<file path="src/include/rss_pkg.sv">
package rss_pkg;

  localparam int CLK_PERIOD_NS      = 25;
  localparam int SLOW_OSC_PERIOD_NS = 32000;
  localparam int SLOW_TICK_CYCLES   = SLOW_OSC_PERIOD_NS / CLK_PERIOD_NS;
  localparam int PLL_LOCK_NS        = 2000000;
  localparam int PLL_LOCK_CYCLES    = PLL_LOCK_NS / CLK_PERIOD_NS;
  localparam int BOR_QUALIFY_NS     = 1000;
  localparam int BOR_QUALIFY_CYCLES = (BOR_QUALIFY_NS + CLK_PERIOD_NS - 1) / CLK_PERIOD_NS;
  localparam int POWER_UP_TIMER_TICKS         = 2048;
  localparam int OST_OSC_CYCLES     = 1024;
  localparam int PIN_FILTER_CYCLES  = 8;

  localparam logic [3:0] REG_STATUS = 4'h0;
  localparam logic [3:0] REG_CAUSE  = 4'h1;

  localparam logic [1:0] BOR_MODE_OFF     = 2'h0;
  localparam logic [1:0] BOR_MODE_SOFT    = 2'h1;
  localparam logic [1:0] BOR_MODE_NOSLEEP = 2'h2;
  localparam logic [1:0] BOR_MODE_ON      = 2'h3;

  typedef enum logic [2:0] {
    ST_POR, ST_BOR, ST_HOLD, ST_POWER_UP_TIMER, ST_OST, ST_PLL, ST_RUN
  } rss_state_t;

  typedef struct packed {
    logic irqLevelEnable;
    logic softBrownoutEnable;
    logic reserved;
    logic softResetFlag;
    logic watchdogTripFlag;
    logic sleepEntryFlag;
    logic powerOnFlag;
    logic brownoutFlag;
  } rss_status_t;

  typedef struct packed {
    logic por;
    logic pinNormal;
    logic pinManaged;
    logic watchdog;
    logic brownout;
    logic resetInstr;
    logic stackFull;
    logic stackUnderflow;
  } rss_cause_t;

  typedef struct packed {
    logic       pinResetEnable;
    logic [1:0] brownoutModeConfig;
    logic [1:0] brownoutLevelConfig;
    logic       powerUpTimerDisable;
    logic       crystalMode;
    logic       pllEnable;
  } rss_cfg_t;

  typedef struct packed {
    logic wdtTimeout;
    logic resetInstr;
    logic stackFull;
    logic stackUnderflow;
    logic watchdogClearInstr;
    logic sleepInstr;
    logic wakeOscStop;
  } rss_evt_t;

  localparam rss_status_t STATUS_POR = '{
    softResetFlag: 1'h1, watchdogTripFlag: 1'h1, sleepEntryFlag: 1'h1, default: 1'h0};
  localparam rss_cause_t CAUSE_POR = '{por: 1'h1, default: 1'h0};

endpackage

</file>
<file path="src/hdl/rss_pin_filter.sv">
`timescale 1ns/1ps
module rss_pin_filter #(
  parameter int MIN_LOW_CYCLES = rss_pkg::PIN_FILTER_CYCLES
) (
  input  wire logic clock,
  input  wire logic rst_n,
  input  wire logic pinLevel,
  output logic      lowQualified
);

  typedef struct packed {
    logic [7:0] cnt;
    logic       low;
  } rss_filt_t;

  localparam logic [7:0] LOW_LAST = 8'(MIN_LOW_CYCLES - 1);

  rss_filt_t q;
  rss_filt_t d;

  // low must persist for the full width before it counts
  always_comb begin
    d = q;
    if (pinLevel) begin
      d.cnt = '0;
      d.low = 1'h0;
    end else if (q.cnt == LOW_LAST) begin
      d.low = 1'h1;
    end else begin
      d.cnt = q.cnt + 8'h01;
    end
  end

  always_ff @(posedge clock) begin
    if (!rst_n) begin
      q <= '0;
    end else begin
      q <= d;
    end
  end

  assign lowQualified = q.low;

endmodule

</file>
<file path="src/hdl/rss_reset_sequencer.sv">
// Contract
// eight reset sources are accepted and told apart
// status bit 7 is read/write interrupt priority enable; bit 5 reads zero
// bit 6 enables brown-out only in mode 01; otherwise inert, reads zero
// bit 6 resets to one when operative, else zero
// reset instruction clears bit 4; set by power-on or software write
// bit 3 read-only: set by power-up, watchdog clear, sleep; cleared by time-out
// bit 2 read-only: set by power-up or watchdog clear; cleared by sleep
// bit 1 cleared by every power-on reset; only software sets it
// with brown-out enabled, bit 0 cleared by brown-out or power-on
// pin held low resets device; short low pulses filtered out
// pin never driven low by any internal reset
// pin reset disabled: pin ignored for reset, acts as digital input
// supply-good rising makes a power-on reset pulse
// qualified low supply resets; stays in reset until supply recovers
// timer runs after brown-out recovery; new brown-out restarts it
// brown-out and power-up timer enabled independently
// mode 10: detection on in run and idle, off during sleep
// mode 11 always on, mode 00 always off, software cannot change
// threshold comes only from level config, never from software
// power-up timer: 11-bit count of 2048 slow oscillator periods
// power-up timer enabled when its disable bit is zero
// 1024 oscillator cycles after delay, crystal mode, power-on or wake
// pll lock delay of 2 ms follows oscillator start-up
// power-up delay starts after power-on pulse, then oscillator delay
// core reset held while any source or timer active; released synchronously (wake start-up timers run with core released, clockHold set instead)
// pin filter minimum low width is a parameter
`timescale 1ns/1ps
module rss_reset_sequencer #(
  parameter int unsigned PLL_LOCK_CYCLES  = rss_pkg::PLL_LOCK_CYCLES,
  parameter int unsigned SLOW_TICK_CYCLES = rss_pkg::SLOW_TICK_CYCLES
) (
  input  wire logic              clock,
  input  wire logic              rst_n,
  input  wire logic [3:0]        addr,
  input  wire logic [7:0]        wrData,
  input  wire logic              wrStrobe,
  input  wire logic              rdStrobe,
  output logic [7:0]             rdData,
  input  wire rss_pkg::rss_cfg_t cfg,
  input  wire rss_pkg::rss_evt_t evt,
  input  wire logic              supplyGood,
  input  wire logic              belowBrownout,
  input  wire logic              inSleep,
  input  wire logic              inPowerManaged,
  input  wire logic              extResetPin_n,
  input  wire logic              oscIn,
  output logic                   coreReset_n,
  output logic                   clockHold,
  output logic                   brownoutDetectEn,
  output logic [1:0]             brownoutLevelSel,
  output logic                   irqLevelEnable,
  output logic                   pinDigitalIn,
  output logic                   extResetPinOe,
  output rss_pkg::rss_cause_t    resetCause
);

  typedef struct packed {
    rss_pkg::rss_state_t  st;
    logic                 porSeq;
    logic                 wake;
    logic [16:0]          cnt;
    logic [10:0]          pwrtCnt;
    logic [10:0]          tickDiv;
    logic [5:0]           qual;
    logic                 borTrip;
    logic                 pinHoldPrev;
    logic                 prevOsc;
    rss_pkg::rss_status_t status;
    rss_pkg::rss_cause_t  cause;
    logic [7:0]           rdData;
    logic                 coreReset_n;
    logic                 clockHold;
    logic                 brownout_mode_config;
    logic [1:0]           levelSel;
    logic                 pinIn;
    logic                 pinOe;
  } rss_seq_t;

  localparam logic [16:0] PLL_LAST  = 17'(PLL_LOCK_CYCLES - 1);
  localparam logic [16:0] OST_LAST  = 17'(rss_pkg::OST_OSC_CYCLES - 1);
  localparam logic [10:0] TICK_LAST = 11'(SLOW_TICK_CYCLES - 1);
  localparam logic [10:0] POWER_UP_TIMER_LAST = 11'(rss_pkg::POWER_UP_TIMER_TICKS - 1);
  localparam logic [5:0]  QUAL_LAST = 6'(rss_pkg::BOR_QUALIFY_CYCLES - 1);
  localparam rss_seq_t    RST_SEQ   = '{
    st: rss_pkg::ST_POR, status: rss_pkg::STATUS_POR, cause: rss_pkg::CAUSE_POR,
    default: '0};

  rss_seq_t             q;
  rss_seq_t             d;
  rss_pkg::rss_status_t wrStatus;
  rss_pkg::rss_status_t rdView;
  logic                 pinLow;
  logic                 pinHold;
  logic                 brownout_mode_config;
  logic                 slowTick;
  logic                 oscRise;
  logic                 softRst;
  logic                 modeSoft;

  assign wrStatus = wrData;
  assign rdView   = rdData;
  assign modeSoft = cfg.brownoutModeConfig == rss_pkg::BOR_MODE_SOFT;

  rss_pin_filter #(
    .MIN_LOW_CYCLES (rss_pkg::PIN_FILTER_CYCLES)
  ) u_filter (
    .clock        (clock),
    .rst_n        (rst_n),
    .pinLevel     (extResetPin_n),
    .lowQualified (pinLow)
  );

  function automatic rss_pkg::rss_state_t afterPwrt(input logic por);
    if (por && cfg.crystalMode) begin
      afterPwrt = rss_pkg::ST_OST;
    end else if (por && cfg.pllEnable) begin
      afterPwrt = rss_pkg::ST_PLL;
    end else begin
      afterPwrt = rss_pkg::ST_RUN;
    end
  endfunction

  function automatic rss_pkg::rss_state_t startSeq(input logic por);
    if (!cfg.powerUpTimerDisable) begin
      startSeq = rss_pkg::ST_POWER_UP_TIMER;
    end else begin
      startSeq = afterPwrt(por);
    end
  endfunction

  always_comb begin
    d             = q;
    d.prevOsc     = oscIn;
    pinHold       = cfg.pinResetEnable && pinLow;
    d.pinHoldPrev = pinHold;
    brownout_mode_config = (cfg.brownoutModeConfig == rss_pkg::BOR_MODE_ON) ||
            (cfg.brownoutModeConfig == rss_pkg::BOR_MODE_NOSLEEP && !inSleep) ||
            (modeSoft && q.status.softBrownoutEnable);
    slowTick = (q.st == rss_pkg::ST_POWER_UP_TIMER) && (q.tickDiv == TICK_LAST);
    oscRise  = oscIn && !q.prevOsc;
    softRst  = evt.resetInstr || evt.stackFull || evt.stackUnderflow ||
               (evt.wdtTimeout && !inSleep);

    // brown-out qualifier
    if (!brownout_mode_config || !belowBrownout) begin
      d.qual    = '0;
      d.borTrip = 1'h0;
    end else if (q.qual == QUAL_LAST) begin
      d.borTrip = 1'h1;
    end else begin
      d.qual = q.qual + 6'h01;
    end

    // slow oscillator tick divider
    if (slowTick || q.st != rss_pkg::ST_POWER_UP_TIMER) begin
      d.tickDiv = '0;
    end else begin
      d.tickDiv = q.tickDiv + 11'h001;
    end

    // software write
    if (wrStrobe && addr == rss_pkg::REG_STATUS) begin
      d.status.irqLevelEnable = wrStatus.irqLevelEnable;
      if (modeSoft) begin
        d.status.softBrownoutEnable = wrStatus.softBrownoutEnable;
      end
      d.status.softResetFlag = wrStatus.softResetFlag;
      d.status.powerOnFlag   = wrStatus.powerOnFlag;
      d.status.brownoutFlag  = wrStatus.brownoutFlag;
    end

    // hardware events override a same-cycle write
    if (evt.watchdogClearInstr) begin
      d.status.watchdogTripFlag = 1'h1;
      d.status.sleepEntryFlag   = 1'h1;
    end
    if (evt.sleepInstr) begin
      d.status.watchdogTripFlag = 1'h1;
      d.status.sleepEntryFlag   = 1'h0;
    end
    if (pinHold && !q.pinHoldPrev) begin
      d.cause = '0;
      if (inSleep || inPowerManaged) begin
        d.cause.pinManaged        = 1'h1;
        d.status.watchdogTripFlag = 1'h1;
        if (inSleep) begin
          d.status.sleepEntryFlag = 1'h0;
        end
      end else begin
        d.cause.pinNormal = 1'h1;
      end
    end
    if (evt.wdtTimeout) begin
      d.status.watchdogTripFlag = 1'h0;
      if (inSleep) begin
        d.status.sleepEntryFlag = 1'h0;
      end
    end
    if (evt.resetInstr) begin
      d.status.softResetFlag = 1'h0;
    end
    if (softRst) begin
      d.cause                = '0;
      d.cause.watchdog       = evt.wdtTimeout && !inSleep;
      d.cause.resetInstr     = evt.resetInstr;
      d.cause.stackFull      = evt.stackFull;
      d.cause.stackUnderflow = evt.stackUnderflow;
    end
    if (d.borTrip && !q.borTrip) begin
      d.status.softResetFlag    = 1'h1;
      d.status.watchdogTripFlag = 1'h1;
      d.status.sleepEntryFlag   = 1'h1;
      d.status.brownoutFlag     = 1'h0;
      d.cause                   = '0;
      d.cause.brownout          = 1'h1;
    end

    // sequencer
    case (q.st)
      rss_pkg::ST_POR: begin
        d.status                    = rss_pkg::STATUS_POR;
        d.status.softBrownoutEnable = modeSoft;
        d.cause                     = rss_pkg::CAUSE_POR;
        d.porSeq                    = 1'h1;
        d.wake                      = 1'h0;
        if (supplyGood) begin
          d.st = startSeq(1'h1);
        end
      end
      rss_pkg::ST_BOR: begin
        if (!d.borTrip) begin
          d.st = startSeq(1'h0);
        end
      end
      rss_pkg::ST_HOLD: begin
        d.st = rss_pkg::ST_RUN;
      end
      rss_pkg::ST_POWER_UP_TIMER: begin
        if (slowTick) begin
          if (q.pwrtCnt == POWER_UP_TIMER_LAST) begin
            d.st = afterPwrt(q.porSeq);
          end else begin
            d.pwrtCnt = q.pwrtCnt + 11'h001;
          end
        end
      end
      rss_pkg::ST_OST: begin
        if (oscRise) begin
          if (q.cnt == OST_LAST) begin
            d.st = cfg.pllEnable ? rss_pkg::ST_PLL : rss_pkg::ST_RUN;
          end else begin
            d.cnt = q.cnt + 17'h0_0001;
          end
        end
      end
      rss_pkg::ST_PLL: begin
        if (q.cnt == PLL_LAST) begin
          d.st = rss_pkg::ST_RUN;
        end else begin
          d.cnt = q.cnt + 17'h0_0001;
        end
      end
      default: begin
        d.porSeq = 1'h0;
        d.wake   = 1'h0;
        if (evt.wakeOscStop && cfg.crystalMode) begin
          d.st   = rss_pkg::ST_OST;
          d.wake = 1'h1;
        end
      end
    endcase

    // priority: power-on, brown-out, then core-driven resets
    if (!supplyGood) begin
      d.st   = rss_pkg::ST_POR;
      d.wake = 1'h0;
    end else if (d.borTrip && q.st != rss_pkg::ST_POR) begin
      d.st     = rss_pkg::ST_BOR;
      d.porSeq = 1'h0;
      d.wake   = 1'h0;
    end else if (softRst && q.st == rss_pkg::ST_RUN) begin
      d.st   = rss_pkg::ST_HOLD;
      d.wake = 1'h0;
    end

    if (d.st != q.st) begin
      d.cnt     = '0;
      d.pwrtCnt = '0;
    end

    d.coreReset_n = !pinHold && !d.borTrip &&
                    (d.st == rss_pkg::ST_RUN || d.wake);
    d.clockHold   = d.wake && d.st != rss_pkg::ST_RUN;
    d.brownout_mode_config       = brownout_mode_config;
    d.levelSel    = cfg.brownoutLevelConfig;
    d.pinIn       = cfg.pinResetEnable ? 1'h1 : extResetPin_n;
    d.pinOe       = 1'h0;

    // read port, data valid only the cycle after the strobe
    d.rdData = '0;
    if (rdStrobe && addr == rss_pkg::REG_STATUS) begin
      d.rdData                    = q.status;
      d.rdData[$bits(rdView) - 3] = 1'h0;
      d.rdData[$bits(rdView) - 2] = q.status.softBrownoutEnable && modeSoft;
    end else if (rdStrobe && addr == rss_pkg::REG_CAUSE) begin
      d.rdData = q.cause;
    end
  end

  always_ff @(posedge clock) begin
    if (!rst_n) begin
      q <= RST_SEQ;
    end else begin
      q <= d;
    end
  end

  assign rdData           = q.rdData;
  assign coreReset_n      = q.coreReset_n;
  assign clockHold        = q.clockHold;
  assign brownoutDetectEn = q.brownout_mode_config;
  assign brownoutLevelSel = q.levelSel;
  assign irqLevelEnable   = q.status.irqLevelEnable;
  assign pinDigitalIn     = q.pinIn;
  assign extResetPinOe    = q.pinOe;
  assign resetCause       = q.cause;
endmodule

</file>
<file path="config.mk">
export PLATFORM = sky130hd
export DESIGN_NAME = rss_reset_sequencer
export DESIGN_NICKNAME = d
export VERILOG_FILES = /design/src/include/rss_pkg.sv /design/src/hdl/rss_pin_filter.sv /design/src/hdl/rss_reset_sequencer.sv
export SDC_FILE = /design/constraint.sdc
export NUM_CORES = 1
export LEC_CHECK = 0
export BUFFER_PORTS_ARGS = -buffer_cell sky130_fd_sc_hd__buf_4
export CORE_MARGIN = 4
export CORE_UTILIZATION = 45
export DETAILED_ROUTE_END_ITERATION = 16
export PLACE_DENSITY = 0.65
export SYNTH_ARGS = -nofsm -noshare
export SYNTH_HDL_FRONTEND = slang
export SYNTH_SLANG_ARGS = --single-unit
</file>
<file path="constraint.sdc">
create_clock -name clock -period 2.5 [get_ports clock]
set_input_delay 0.375 -clock clock [delete_from_list [all_inputs] [get_ports clock]]
set_output_delay 0.375 -clock clock [all_outputs]
set_load 0.02 [all_outputs]
</file>
==> report_table.html, run 1 <==
<table>
<tr><th>Metric</th><th>Value</th></tr>
<tr><th colspan="2">Clock network</th></tr>
<tr><td>Clock tree sinks</td><td>91</td></tr>
<tr><td>Number of levels the H-tree was split into</td><td>3</td></tr>
<tr><td>Buffer levels on the longest clock path</td><td>2</td></tr>
<tr><td>Post-CTS Hold Buffers</td><td>0</td></tr>
<tr><td>CTS tree</td><td>built</td></tr>
<tr><td>CTS Buf Count</td><td>9</td></tr>
<tr><td>Clock latency reported for the late side of the worst-skew pair</td><td>0.36 ns</td></tr>
<tr><td>CTS clk-pin slew, worst paths</td><td>0.10 ns</td></tr>
<tr><td>Root buffer cell</td><td>clkbuf_8</td></tr>
<tr><th colspan="2">Synthesis</th></tr>
<tr><td>Area of the mapped netlist</td><td>4342 sq um</td></tr>
<tr><td>Sequential area share after synthesis</td><td>between 40% and 50%</td></tr>
<tr><td>Share of async-settable or async-resettable flops after synthesis</td><td>0%</td></tr>
<tr><td>Count of flip-flops with a built-in enable after synthesis</td><td>0</td></tr>
<tr><td>Syn nets</td><td>539</td></tr>
<tr><td>Warning count from the yosys run</td><td>0</td></tr>
<tr><td>Area leader, netlist</td><td>dfxtp_1</td></tr>
<tr><td>Average size of a mapped cell</td><td>8.736 sq um</td></tr>
<tr><td>Flop and latch count out of synthesis</td><td>91</td></tr>
<tr><td>Number of distinct library cells after synthesis</td><td>64</td></tr>
<tr><td>Dominant register cell in the synthesized netlist</td><td>dfxtp_1</td></tr>
<tr><td>Cells after Synth</td><td>about 500</td></tr>
<tr><td>Post-synth top area share</td><td>between 40% and 50%</td></tr>
<tr><td>Main area contributors after synthesis</td><td>dfxtp_1 (42%), nor2_1 (6.1%), xnor2_1 (5.6%), nor3_1 (3.9%), xor2_1 (3.4%)</td></tr>
<tr><th colspan="2">Run status</th></tr>
<tr><td>Result of the run</td><td>finished, final reports clean</td></tr>
<tr><th colspan="2">Final layout</th></tr>
<tr><td>Finished Layout Cells</td><td>680</td></tr>
<tr><td>Commonest non-fill, non-tap cell in the layout</td><td>dfxtp_1</td></tr>
<tr><td>Net count reported at finish</td><td>588</td></tr>
<tr><td>Final core utilization</td><td>54.59%</td></tr>
<tr><td>Filler instances</td><td>917</td></tr>
<tr><td>Antenna cells</td><td>0</td></tr>
<tr><td>Top library cells by usage in the layout, fill and taps aside</td><td>dfxtp_1 (90), nor2_1 (70), buf_4 (70)</td></tr>
<tr><td>Layout-stage area growth over the synthesis result</td><td>17.29%</td></tr>
<tr><td>Proportion of layout cells with a drive suffix above 1</td><td>between 20 and 25%</td></tr>
<tr><td>Cell area after layout</td><td>5092 sq um</td></tr>
<tr><th colspan="2">Place</th></tr>
<tr><td>Port bufs</td><td>56</td></tr>
<tr><td>Post-detailed-placement half-perimeter wirelength</td><td>6.866 mm</td></tr>
<tr><td>Placed cell areas</td><td>roughly 4800 sq um</td></tr>
<tr><td>Dpl ws</td><td>-0.02627 ns</td></tr>
<tr><td>RD Place Congestion</td><td>0.9196</td></tr>
<tr><td>Placed insts</td><td>664</td></tr>
<tr><th colspan="2">Die</th></tr>
<tr><td>Ports placed on the boundary</td><td>61</td></tr>
<tr><td>Starting utilization of the core area</td><td>around 47%</td></tr>
<tr><td>Die W</td><td>106.2 um</td></tr>
<tr><td>Height of the die</td><td>106.2 um</td></tr>
<tr><td>Floorplan Core Area</td><td>9328 sq um</td></tr>
<tr><td>Std cell rows</td><td>35</td></tr>
<tr><td>Die area</td><td>about 11000 sq um</td></tr>
<tr><th colspan="2">Power</th></tr>
<tr><td>Pwr dens</td><td>532.2 nW/um^2</td></tr>
<tr><td>Total power after layout</td><td>2.710 mW</td></tr>
<tr><td>Max IR drop VDD</td><td>0.2585 mV</td></tr>
<tr><td>Total leakage power</td><td>1.852 nW</td></tr>
<tr><th colspan="2">Global routing</th></tr>
<tr><td>Aggregate global routing overflow</td><td>0</td></tr>
<tr><td>Largest net degree at the start of global routing</td><td>29</td></tr>
<tr><td>Via count of the first global-routing pass</td><td>3411</td></tr>
<tr><td>Total Routing Usage GR</td><td>16.46%</td></tr>
<tr><td>Wire length of the first global-routing pass</td><td>roughly 15 mm</td></tr>
<tr><td>Number of antenna violations at the first check in global routing</td><td>0</td></tr>
<tr><th colspan="2">Setup path</th></tr>
<tr><td>Setup crit end kind</td><td>register</td></tr>
<tr><td>Critical Path RT</td><td>2.77 ns</td></tr>
<tr><td>Number of cell instances on the worst register-to-register path</td><td>9</td></tr>
<tr><td>CP max FO</td><td>28</td></tr>
<tr><td>Kind of start point of the critical path</td><td>register</td></tr>
<tr><td>Critical Setup Path Class</td><td>reg -&gt; reg</td></tr>
<tr><td>Critical path arrival</td><td>~2.7 ns</td></tr>
<tr><th colspan="2">Hold path</th></tr>
<tr><td>Worst hold path stage count</td><td>2</td></tr>
<tr><td>Class of the tightest hold or removal check</td><td>in -&gt; reg</td></tr>
<tr><th colspan="2">Detailed routing</th></tr>
<tr><td>Router iterations before antenna repair</td><td>4</td></tr>
<tr><td>Wire length reported by the detailed router</td><td>9.195 mm</td></tr>
<tr><td>Drt wl/cell</td><td>13.52 um</td></tr>
<tr><td>Count of nets left with antenna violations after detail routing</td><td>0</td></tr>
<tr><td>Via count</td><td>3498</td></tr>
<tr><td>Drt via density</td><td>5.144</td></tr>
<tr><td>DR DRC count</td><td>0</td></tr>
<tr><td>First DRT Iteration DRCs</td><td>approximately 170</td></tr>
<tr><th colspan="2">Flow run</th></tr>
<tr><td>Total of max-cap violations</td><td>0</td></tr>
<tr><th colspan="2">STA</th></tr>
<tr><td>Hold Slack</td><td>0.2161 ns</td></tr>
<tr><td>Actual transition at the worst max-transition pin</td><td>0.6145 ns</td></tr>
<tr><td>Relative slew slack</td><td>58.72%</td></tr>
<tr><td>RSZ-0062 raised after global routing</td><td>yes</td></tr>
<tr><td>Fin worst setup slack</td><td>0.1065 ns</td></tr>
<tr><td>Hold Violations, Final</td><td>0</td></tr>
<tr><td>Achievable frequency</td><td>417.8 MHz</td></tr>
<tr><td>Number of max-slew violations in the final report</td><td>0</td></tr>
<tr><td>Shortest period the worst path allows</td><td>2.393 ns</td></tr>
<tr><td>Ratio of final minimum period to clock period</td><td>95.74%</td></tr>
<tr><td>Largest clock skew in the final design</td><td>between 0.015 and 0.02 ns</td></tr>
<tr><td>Setup Viol. Count Final</td><td>0</td></tr>
<tr><td>Post-route setup TNS</td><td>0 ns</td></tr>
</table>
-- synthesized netlist by cell type, types with 4 or more instances --
master and number:
nand2b_1 5, inv_1 12, mux2i_1 12, dfxtp_1 91, nand2_1 37, xor2_1 17
a21oi_1 18, ha_1 5, and2_1 4, xnor2_1 28, nor3b_1 4, nor2_1 71
or2_2 5, buf_4 19, clkbuf_1 10, nor3_1 34, and3_1 11, nor3_2 10
nand3_1 24, nand4_1 7, o21ai_0 13
-- cells by family (layout without fill, tap and decap cells) --
family	Yosys count	count (layout)	synth area share, %
compound gates	63	63	10.14
xor+xnor	45	45	9.078
fa+ha+maj	5	5	1.441
buf+inv	47	101	6.282
flops	91	91	41.96
mux	12	12	2.767
other cells	1	1	0.08637
simple gates	233	233	28.24
-- path summary, 6_finish.rpt --
check / startpoint / end / slack (ns)
worst min register to register: resetCause[5] / rdData[5] / 0.45
worst max register to register: q[76] / q[67] / 0.11
worst max-delay path: q[76] / q[67] / 0.11
worst min-delay path: cfg[4] / brownoutLevelSel[1] / 0.22
-- state kept, by name, indices dropped and copies added (netlist names) --
signal,cells
pinDigitalIn,1
rdData,8
u_filter.lowQualified,1
u_filter.q,8
coreReset_n,1
irqLevelEnable,1
clockHold,1
resetCause,8
brownoutDetectEn,1
brownoutLevelSel,2
q,59
-- where the power goes --
| part | switching [mW] | internal, mW | total (mW) |
|---|---|---|---|
| Clock | 0.529 | 0.370 | 0.900 |
| Sequential | 0.0223 | 1.47 | 1.49 |
| Combinational | 0.177 | 0.139 | 0.316 |
| Total | 0.729 | 1.98 | 2.71 |
-- what timing repair did --
action,in CTS,in global routing
endpoints found under the setup margin,28,30
gates resized for setup,1,17
setup buffers,0,0
pin swaps,0,4
-- worst max-delay path, stage by stage (launching register included) --
cell      delay (ns)
dfxtp_1         0.34
or3_4           0.41
o31ai_4         0.23
o41ai_1         0.11
buf_4           0.15
a211oi_4        0.29
and3_4          0.24
o221ai_4        0.13
buf_12          0.20
nor3_1          0.20
-- area by class of cell --
type | instances | area, sq um | area share, %
timing repair buffer | 72 | 565.5 | 11.11
multi-input combinational | 359 | 2316 | 45.48
clock buffer | 10 | 127.6 | 2.506
inverter | 13 | 48.80 | 0.9582
clock inverter | 6 | 50.05 | 0.9828
sequential | 91 | 1823 | 35.80
tap | 129 | 161.4 | 3.170
-- routing by layer --
metal,GRT usage [%],routed length (um)
met4,4.625,129
met1,20.68,4395
met2,27.15,4149
met5,0,0
met3,5.222,519
(Power assumes the default switching activity.)
==> run 2, diff against run 1 <==
--- a/config.mk
+++ b/config.mk
@@ -6,7 +6,6 @@
 export NUM_CORES = 1
 export LEC_CHECK = 0
 export BUFFER_PORTS_ARGS = -buffer_cell sky130_fd_sc_hd__buf_4
-export CORE_MARGIN = 4
 export CORE_UTILIZATION = 45
 export DETAILED_ROUTE_END_ITERATION = 16
 export PLACE_DENSITY = 0.65
==> run 2 against run 1 <==
  * Die area fell by 11%
  * Worst hold slack improved by 0.0041 ns
  * Maximum frequency is 2.5% higher
  * Global-route usage rose by 2.7 points
  * Non-clock buffer count decreased by 1
  * Core utilization rose by 0.35 points
  * Final area increased by 0.17%
  * Clock-buffer cell count unchanged
  * Cell count fell by 0.15%
  * Sequential share of layout area is 0.061 points lower
  * Setup slack better by 0.059 ns
==> report_table.html, run 2 (synthesized netlist as in run 1, its figures left out) <==
<table>
<tr><th>Metric</th><th>Value</th></tr>
<tr><th colspan="2">STA</th></tr>
<tr><td>Achievable frequency</td><td>428.3 MHz (+2.5%)</td></tr>
<tr><td>Number of max-slew violations in the final report</td><td>0 (unchanged)</td></tr>
<tr><td>RSZ-0062 raised after global routing</td><td>no</td></tr>
<tr><td>Actual transition at the worst max-transition pin</td><td>0.6243 ns (+0.009769 ns)</td></tr>
<tr><td>Setup Viol. Count Final</td><td>0 (unchanged)</td></tr>
<tr><td>Hold Violations, Final</td><td>0 (unchanged)</td></tr>
<tr><td>Ratio of final minimum period to clock period</td><td>93.38% (-2.4 points)</td></tr>
<tr><td>Shortest period the worst path allows</td><td>2.335 ns (-0.05891 ns)</td></tr>
<tr><td>Hold Slack</td><td>0.2202 ns (+0.004068 ns)</td></tr>
<tr><td>Relative slew slack</td><td>58.06% (-0.66 points)</td></tr>
<tr><td>Largest clock skew in the final design</td><td>0.009305 ns (-0.006634 ns)</td></tr>
<tr><th colspan="2">Detailed routing</th></tr>
<tr><td>Router iterations before antenna repair</td><td>4 (unchanged)</td></tr>
<tr><td>Wire length reported by the detailed router</td><td>9.040 mm (-1.7%)</td></tr>
<tr><td>Drt wl/cell</td><td>13.31 um (-1.5%)</td></tr>
<tr><td>Drt via density</td><td>5.327 (+3.6%)</td></tr>
<tr><td>Via count</td><td>3617 (+3.4%)</td></tr>
<tr><td>Count of nets left with antenna violations after detail routing</td><td>0 (unchanged)</td></tr>
<tr><td>First DRT Iteration DRCs</td><td>137 (-17%)</td></tr>
<tr><td>DR DRC count</td><td>0 (unchanged)</td></tr>
<tr><th colspan="2">Power</th></tr>
<tr><td>Max IR drop VDD</td><td>0.3178 mV (+23%)</td></tr>
<tr><td>Logic pwr share</td><td>10.2% (-1.5 points)</td></tr>
<tr><td>Clock power share</td><td>38.8% (+5.6 points)</td></tr>
<tr><td>Total power after layout</td><td>2.932 mW (+8.2%)</td></tr>
<tr><td>Reg power frac</td><td>51.0% (-4.1 points)</td></tr>
<tr><td>Pwr dens</td><td>574.8 nW/um^2 (+8.0%)</td></tr>
<tr><td>Net switching power of the design</td><td>0.7317 mW (+0.36%)</td></tr>
<tr><td>Internal power consumption</td><td>2.200 mW (+11%)</td></tr>
<tr><td>Total leakage power</td><td>1.880 nW (+1.5%)</td></tr>
<tr><td>Switching fraction of total power</td><td>24.96% (-1.9 points)</td></tr>
<tr><th colspan="2">Die</th></tr>
<tr><td>Starting utilization of the core area</td><td>46.77% (+0.22 points)</td></tr>
<tr><td>Floorplan Core Area</td><td>9284 sq um (-0.47%)</td></tr>
<tr><td>Ports placed on the boundary</td><td>61 (unchanged)</td></tr>
<tr><td>Die area</td><td>10050 sq um (-11%)</td></tr>
<tr><td>Die W</td><td>100.2 um (-5.6%)</td></tr>
<tr><td>Height of the die</td><td>100.2 um (-5.6%)</td></tr>
<tr><td>Std cell rows</td><td>35 (unchanged)</td></tr>
<tr><th colspan="2">Global routing</th></tr>
<tr><td>Wire length of the first global-routing pass</td><td>15.68 mm (+2.0%)</td></tr>
<tr><td>Total Routing Usage GR</td><td>19.12% (+2.7 points)</td></tr>
<tr><td>Largest net degree at the start of global routing</td><td>29 (unchanged)</td></tr>
<tr><td>Number of antenna violations at the first check in global routing</td><td>0 (unchanged)</td></tr>
<tr><td>Via count of the first global-routing pass</td><td>3483 (+2.1%)</td></tr>
<tr><td>Aggregate global routing overflow</td><td>0 (unchanged)</td></tr>
<tr><th colspan="2">Run status</th></tr>
<tr><td>Result of the run</td><td>finished, final reports clean</td></tr>
<tr><th colspan="2">Setup path</th></tr>
<tr><td>Critical path arrival</td><td>2.61 ns (-0.05 ns)</td></tr>
<tr><td>Setup crit end kind</td><td>register</td></tr>
<tr><td>Critical Setup Path Class</td><td>reg -&gt; reg</td></tr>
<tr><td>CP max FO</td><td>28 (unchanged)</td></tr>
<tr><td>Kind of start point of the critical path</td><td>register</td></tr>
<tr><td>Critical Path RT</td><td>2.77 ns (about the same)</td></tr>
<tr><th colspan="2">Final layout</th></tr>
<tr><td>Proportion of layout cells with a drive suffix above 1</td><td>21.09% (-1.1 points)</td></tr>
<tr><td>Cell area after layout</td><td>5101 sq um (+0.17%)</td></tr>
<tr><td>Layout-stage area growth over the synthesis result</td><td>17.49%</td></tr>
<tr><td>Top register by number of flip-flops</td><td>q</td></tr>
<tr><td>Commonest non-fill, non-tap cell in the layout</td><td>dfxtp_1</td></tr>
<tr><td>Top library cells by usage in the layout, fill and taps aside</td><td>dfxtp_1 (90), nor2_1 (71), buf_4 (69)</td></tr>
<tr><td>Largest register FFs</td><td>59 (unchanged)</td></tr>
<tr><td>Net count reported at finish</td><td>587 (-0.17%)</td></tr>
<tr><td>Antenna cells</td><td>0 (unchanged)</td></tr>
<tr><th colspan="2">Flow run</th></tr>
<tr><td>Total of max-cap violations</td><td>0 (unchanged)</td></tr>
<tr><th colspan="2">Place</th></tr>
<tr><td>Placed cell areas</td><td>4837 sq um (-0.16%)</td></tr>
<tr><td>Post-detailed-placement half-perimeter wirelength</td><td>6.663 mm (-3.0%)</td></tr>
<tr><td>Port bufs</td><td>56 (unchanged)</td></tr>
<tr><td>RD Place Congestion</td><td>0.8416 (-8.5%)</td></tr>
<tr><th colspan="2">Clock network</th></tr>
<tr><td>CTS Buf Count</td><td>9 (unchanged)</td></tr>
<tr><td>Number of levels the H-tree was split into</td><td>3 (unchanged)</td></tr>
<tr><td>Clock tree sinks</td><td>91 (unchanged)</td></tr>
<tr><td>Root buffer cell</td><td>clkbuf_8</td></tr>
<tr><td>CTS tree</td><td>built</td></tr>
<tr><td>CTS clk-pin slew, worst paths</td><td>0.09 ns (about the same)</td></tr>
<tr><td>Post-CTS Setup Bufs</td><td>0 (unchanged)</td></tr>
<tr><td>Buffer levels on the longest clock path</td><td>2 (unchanged)</td></tr>
<tr><td>Clock latency reported for the late side of the worst-skew pair</td><td>0.35 ns (about the same)</td></tr>
<tr><th colspan="2">Hold path</th></tr>
<tr><td>Class of the tightest hold or removal check</td><td>in -&gt; reg</td></tr>
</table>
[run 2: cell count changes in the layout (fill, tap and decap cells not counted), moves of 2 or more]
| cell | before | now |
|---|---|---|
| nor3_2 | 12 | 10 |
| bufinv_16 | 0 | 2 |
| nor3_1 | 32 | 34 |
| clkinv_4 | 3 | 1 |
| o21ai_2 | 2 | 0 |
[run 2: worst max-delay path: stages, from the launching register on]
cell and delay (ns):
dfxtp_1 0.37, ha_1 0.18, nand3_1 0.16, buf_4 0.19, nor3_4 0.21, and4_1 0.24
a211oi_2 0.07, a21oi_2 0.29, o221ai_4 0.15, buf_12 0.20, nor3_1 0.19
[run 2: path summary, 6_finish.rpt]
path	endpoint	slack, ns	from	cells past startpoint
hold / removal	q[25]	0.22	evt[1]	2
setup / recovery	q[70]	0.17	q[62]	10
hold reg to reg	rdData[5]	0.45	resetCause[5]	2
setup reg to reg	q[70]	0.17	q[62]	10
[run 2: per-layer routing]
layer	routed length, um	GRT usage (%)
met2	4249	32.51
met5	0	0
met1	4194	24.39
met4	110	6.355
met3	486	3.552
[run 2: repair_timing]
item / 4_1_cts / 5_1_grt
pin swaps: 0 / 1
hold buffers: 0 / 0
setup endpoints to repair: 22 / 29
gates resized for setup: 1 / 7
[run 2: final cells by class]
class                      count  area (sq um)
clock buffer                  10         137.6
clock inverter                 6         93.84
fill                         891          4183
inverter                      13         48.80
multi-input combinational    359          2278
sequential                    91          1823
tap                          129         161.4
timing repair buffer          71         558.0
[run 2: power by group through the flow]
stage	sequential, mW	clock [mW]	combinational (mW)
after detailed placement	1.53	0	0.296
after global routing	1.50	1.22	0.328
after global placement	1.53	0	0.290
final	1.50	1.14	0.298
after floorplan	1.52	0	0.199
after CTS	1.49	1.17	0.298
[run 2: metrics by stage]
| step | setup WS (ns) | utilization [%] | cells | TNS [ns] |
|---|---|---|---|---|
| after detailed placement | -0.01704 | 52.10 | 663 | -0.04288 |
| after global routing | 0.002160 | 54.95 | 679 | 0 |
| final | 0.1654 | 54.95 | 679 | 0 |
| after floorplan | 0.2767 | - | 497 | 0 |
| after CTS | 0.07244 | 54.64 | 679 | 0 |
| after global placement | 0.1226 | 52.10 | 663 | 0 |
==> run 3, diff against run 2 <==
--- a/config.mk
+++ b/config.mk
@@ -8,7 +8,8 @@
 export BUFFER_PORTS_ARGS = -buffer_cell sky130_fd_sc_hd__buf_4
 export CORE_UTILIZATION = 45
 export DETAILED_ROUTE_END_ITERATION = 16
-export PLACE_DENSITY = 0.65
+export PLACE_DENSITY = 0.68
+export RECOVER_POWER = 50
 export SYNTH_ARGS = -nofsm -noshare
 export SYNTH_HDL_FRONTEND = slang
 export SYNTH_SLANG_ARGS = --single-unit
==> constraint.sdc (replaced) <==
create_clock -name clock -period 2 [get_ports clock]
set_input_delay 0.3 -clock clock [delete_from_list [all_inputs] [get_ports clock]]
set_output_delay 0.3 -clock clock [all_outputs]
set_load 0.02 [all_outputs]
==> run 3 against run 2 <==
  * The flow now finishes with violations (setup timing)
  * Register-to-register slack lost 0.37 ns
  * Clock power grew 11%
  * Maximum frequency grew 5.8%
  * Core utilization grew 6.5 points
  * Sequential share of layout area shrank 3.6 points
  * Clock skew shrank 0.00059 ns
  * Via count grew 5.5%
  * Final area grew 12%
  * First-iteration DRC count shrank 44%
==> report_table.html, run 3 (synthesized netlist as in run 1, its figures left out) <==
<table>
<tr><th>Metric</th><th>Value</th></tr>
<tr><th colspan="2">Setup path</th></tr>
<tr><td>Kind of cell adding the most delay to the critical path</td><td>simple AND/OR/NAND/NOR gates</td></tr>
<tr><td>Buffering stage count on the worst path with inverters included</td><td>1 (-1)</td></tr>
<tr><td>Slowest-stage cell, CP</td><td>a311o_1</td></tr>
<tr><td>Setup crit end kind</td><td>register</td></tr>
<tr><td>Startpoint of the worst-slack reg-to-reg timing path</td><td>q[69]</td></tr>
<tr><td>Critical path arrival</td><td>2.47 ns (-0.14 ns)</td></tr>
<tr><td>Number of gates on the worst path with buffers counted</td><td>8 (-2)</td></tr>
<tr><td>CP max FO</td><td>28 (unchanged)</td></tr>
<tr><td>Worst setup path startpoint</td><td>q[69]</td></tr>
<tr><td>Critical Setup Path Class</td><td>reg -&gt; reg</td></tr>
<tr><td>Capture point of the worst path</td><td>q[51]</td></tr>
<tr><td>Critical path's largest stage delay</td><td>0.37 ns (about the same)</td></tr>
<tr><td>Number of cell instances on the worst register-to-register path</td><td>8 (-2)</td></tr>
<tr><td>Kind of start point of the critical path</td><td>register</td></tr>
<tr><td>Critical Path RT</td><td>2.27 ns (-0.50 ns)</td></tr>
<tr><td>Cells along the critical path</td><td>nor4b_4, nand2_1, a311o_1, a211oi_2, and3_4, o221ai_4, buf_12, nor3_1</td></tr>
<tr><td>Setup slack, reg-to-reg</td><td>-0.21 ns (-0.37 ns)</td></tr>
<tr><td>Reg2Reg Capture Point</td><td>q[51]</td></tr>
<tr><th colspan="2">STA</th></tr>
<tr><td>Shortest period the worst path allows</td><td>2.206 ns (-0.1282 ns)</td></tr>
<tr><td>Achievable frequency</td><td>453.2 MHz (+5.8%)</td></tr>
<tr><td>Post-route setup TNS</td><td>-4.840 ns (-4.840 ns)</td></tr>
<tr><td>Actual transition at the worst max-transition pin</td><td>0.5928 ns (-0.03150 ns)</td></tr>
<tr><td>Ratio of final minimum period to clock period</td><td>110.3% (+17 points)</td></tr>
<tr><td>Setup Viol. Count Final</td><td>31 (+31)</td></tr>
<tr><td>Number of max-slew violations in the final report</td><td>0 (unchanged)</td></tr>
<tr><td>Fin worst setup slack</td><td>-0.2064 ns (-0.3718 ns)</td></tr>
<tr><td>Hold Slack</td><td>0.1451 ns (-0.07513 ns)</td></tr>
<tr><td>Hold Violations, Final</td><td>0 (unchanged)</td></tr>
<tr><td>RSZ-0062 raised after global routing</td><td>yes</td></tr>
<tr><td>Largest clock skew in the final design</td><td>0.008718 ns (-0.0005866 ns)</td></tr>
<tr><td>Relative slew slack</td><td>60.48% (+2.4 points)</td></tr>
<tr><th colspan="2">Global routing</th></tr>
<tr><td>Via count of the first global-routing pass</td><td>3756 (+7.8%)</td></tr>
<tr><td>Number of antenna violations at the first check in global routing</td><td>0 (unchanged)</td></tr>
<tr><td>Wire length of the first global-routing pass</td><td>16.72 mm (+6.6%)</td></tr>
<tr><td>Largest net degree at the start of global routing</td><td>29 (unchanged)</td></tr>
<tr><td>Total Routing Usage GR</td><td>20.76% (+1.6 points)</td></tr>
<tr><td>Aggregate global routing overflow</td><td>0 (unchanged)</td></tr>
<tr><th colspan="2">Power</th></tr>
<tr><td>Max IR drop VDD</td><td>0.3268 mV (+2.8%)</td></tr>
<tr><td>Total leakage power</td><td>2.178 nW (+16%)</td></tr>
<tr><td>Pwr dens</td><td>633.5 nW/um^2 (+10%)</td></tr>
<tr><th colspan="2">Detailed routing</th></tr>
<tr><td>Via count</td><td>3816 (+5.5%)</td></tr>
<tr><td>Count of nets left with antenna violations after detail routing</td><td>0 (unchanged)</td></tr>
<tr><td>Drt via density</td><td>5.068 (-4.9%)</td></tr>
<tr><td>First DRT Iteration DRCs</td><td>77 (-44%)</td></tr>
<tr><td>Drt wl/cell</td><td>13.24 um (-0.52%)</td></tr>
<tr><td>Wire length reported by the detailed router</td><td>9.973 mm (+10%)</td></tr>
<tr><td>Router iterations before antenna repair</td><td>4 (unchanged)</td></tr>
<tr><td>DR DRC count</td><td>0 (unchanged)</td></tr>
<tr><th colspan="2">Clock network</th></tr>
<tr><td>Post-CTS Hold Buffers</td><td>0 (unchanged)</td></tr>
<tr><td>CTS Buf Count</td><td>9 (unchanged)</td></tr>
<tr><td>Clock tree sinks</td><td>91 (unchanged)</td></tr>
<tr><td>Buffer levels on the longest clock path</td><td>2 (unchanged)</td></tr>
<tr><td>CTS tree</td><td>built</td></tr>
<tr><td>Clock latency reported for the late side of the worst-skew pair</td><td>0.36 ns (about the same)</td></tr>
<tr><td>CTS clk-pin slew, worst paths</td><td>0.09 ns (about the same)</td></tr>
<tr><td>Number of levels the H-tree was split into</td><td>3 (unchanged)</td></tr>
<tr><td>Root buffer cell</td><td>clkbuf_8</td></tr>
<tr><th colspan="2">Final layout</th></tr>
<tr><td>Antenna cells</td><td>0 (unchanged)</td></tr>
<tr><td>Filler instances</td><td>832 (-6.6%)</td></tr>
<tr><td>Proportion of layout cells with a drive suffix above 1</td><td>31.09% (+10 points)</td></tr>
<tr><td>Top register by number of flip-flops</td><td>q</td></tr>
<tr><td>Largest register FFs</td><td>59 (unchanged)</td></tr>
<tr><td>Cell area after layout</td><td>5703 sq um (+12%)</td></tr>
<tr><td>Final core utilization</td><td>61.43% (+6.5 points)</td></tr>
<tr><td>Top library cells by usage in the layout, fill and taps aside</td><td>buf_4 (117), dfxtp_1 (82), nor2_1 (69)</td></tr>
<tr><td>Layout-stage area growth over the synthesis result</td><td>31.35%</td></tr>
<tr><td>Commonest non-fill, non-tap cell in the layout</td><td>buf_4</td></tr>
<tr><td>Net count reported at finish</td><td>661 (+13%)</td></tr>
<tr><td>Finished Layout Cells</td><td>753 (+11%)</td></tr>
<tr><th colspan="2">Die</th></tr>
<tr><td>Starting utilization of the core area</td><td>46.77% (unchanged)</td></tr>
<tr><td>Ports placed on the boundary</td><td>61 (unchanged)</td></tr>
<tr><td>Die W</td><td>100.2 um (unchanged)</td></tr>
<tr><td>Std cell rows</td><td>35 (unchanged)</td></tr>
<tr><td>Die area</td><td>10050 sq um (unchanged)</td></tr>
<tr><td>Height of the die</td><td>100.2 um (unchanged)</td></tr>
<tr><td>Floorplan Core Area</td><td>9284 sq um (unchanged)</td></tr>
<tr><th colspan="2">Run status</th></tr>
<tr><td>Violated checks</td><td>setup timing</td></tr>
<tr><td>Result of the run</td><td>complete, but fails checks</td></tr>
<tr><th colspan="2">Place</th></tr>
<tr><td>Post-detailed-placement half-perimeter wirelength</td><td>7.344 mm (+10%)</td></tr>
<tr><td>Placed insts</td><td>732 (+10%)</td></tr>
<tr><td>RD Place Congestion</td><td>0.8702 (+3.4%)</td></tr>
<tr><td>Port bufs</td><td>56 (unchanged)</td></tr>
<tr><td>Placed cell areas</td><td>5435 sq um (+12%)</td></tr>
<tr><th colspan="2">Hold path</th></tr>
<tr><td>Class of the tightest hold or removal check</td><td>in -&gt; reg</td></tr>
<tr><th colspan="2">Flow run</th></tr>
<tr><td>Total of max-cap violations</td><td>0 (unchanged)</td></tr>
</table>
[run 3: cell count changes in the layout (fill, tap and decap cells not counted), sizes merged]
| cell | delta |
|---|---|
| buf | +49 |
| clkbuf | +26 |
| bufinv | -1 |
[run 3: power by group]
part	switching, mW	internal, mW	total [mW]
Clock	0.651	0.620	1.27
Combinational	0.257	0.222	0.479
Sequential	0.0230	1.84	1.86
[run 3: final cells by class]
class                      count  area (sq um)  area share [%]
clock buffer                  11         141.4           2.479
inverter                      13         48.80          0.8556
clock inverter                 5         60.06           1.053
sequential                    91          1833           32.14
tap                          129         161.4           2.830
timing repair buffer         145          1044           18.30
multi-input combinational    359          2415           42.34
[run 3: worst min path at each step]
stage,end,cells after the start,slack (ns),from
final,q[25],2,0.15,evt[1]
after CTS,q[25],2,0.13,evt[1]
after global routing,q[25],2,0.14,evt[1]
after floorplan,q[25],1,0.40,evt[1]
after global placement,rdData[5],2,0.44,resetCause[5]
after detailed placement,q[23],2,0.45,q[23]
[run 3: per-layer routing]
metal | part of all wire, % | vias up | global-route usage, %
li1 | - | 1950 | -
met1 | 47 | 1759 | 26.08
met2 | 46 | 89 | 34.77
met3 | 4.9 | 18 | 3.134
met4 | 2.2 | 0 | 10.14
met5 | 0 | - | 0
[run 3: timing repair]
| item | 4_1_cts | 5_1_grt |
|---|---|---|
| setup endpoints to repair | 30 | 31 |
| buffers inserted | 3 | 1 |
| resized for setup | 17 | 8 |
| pin swaps | 5 | 6 |
| cloned | 1 | 0 |
[run 3: metrics by stage]
step / total power, mW / worst slack, ns
3_5_place_dp: 2.346 / -0.2489
4_1_cts: 3.650 / -0.1926
3_3_place_gp: 2.341 / -0.1642
2_1_floorplan: 2.165 / -0.07048
5_1_grt: 3.770 / -0.3374
6_report: 3.613 / -0.2064
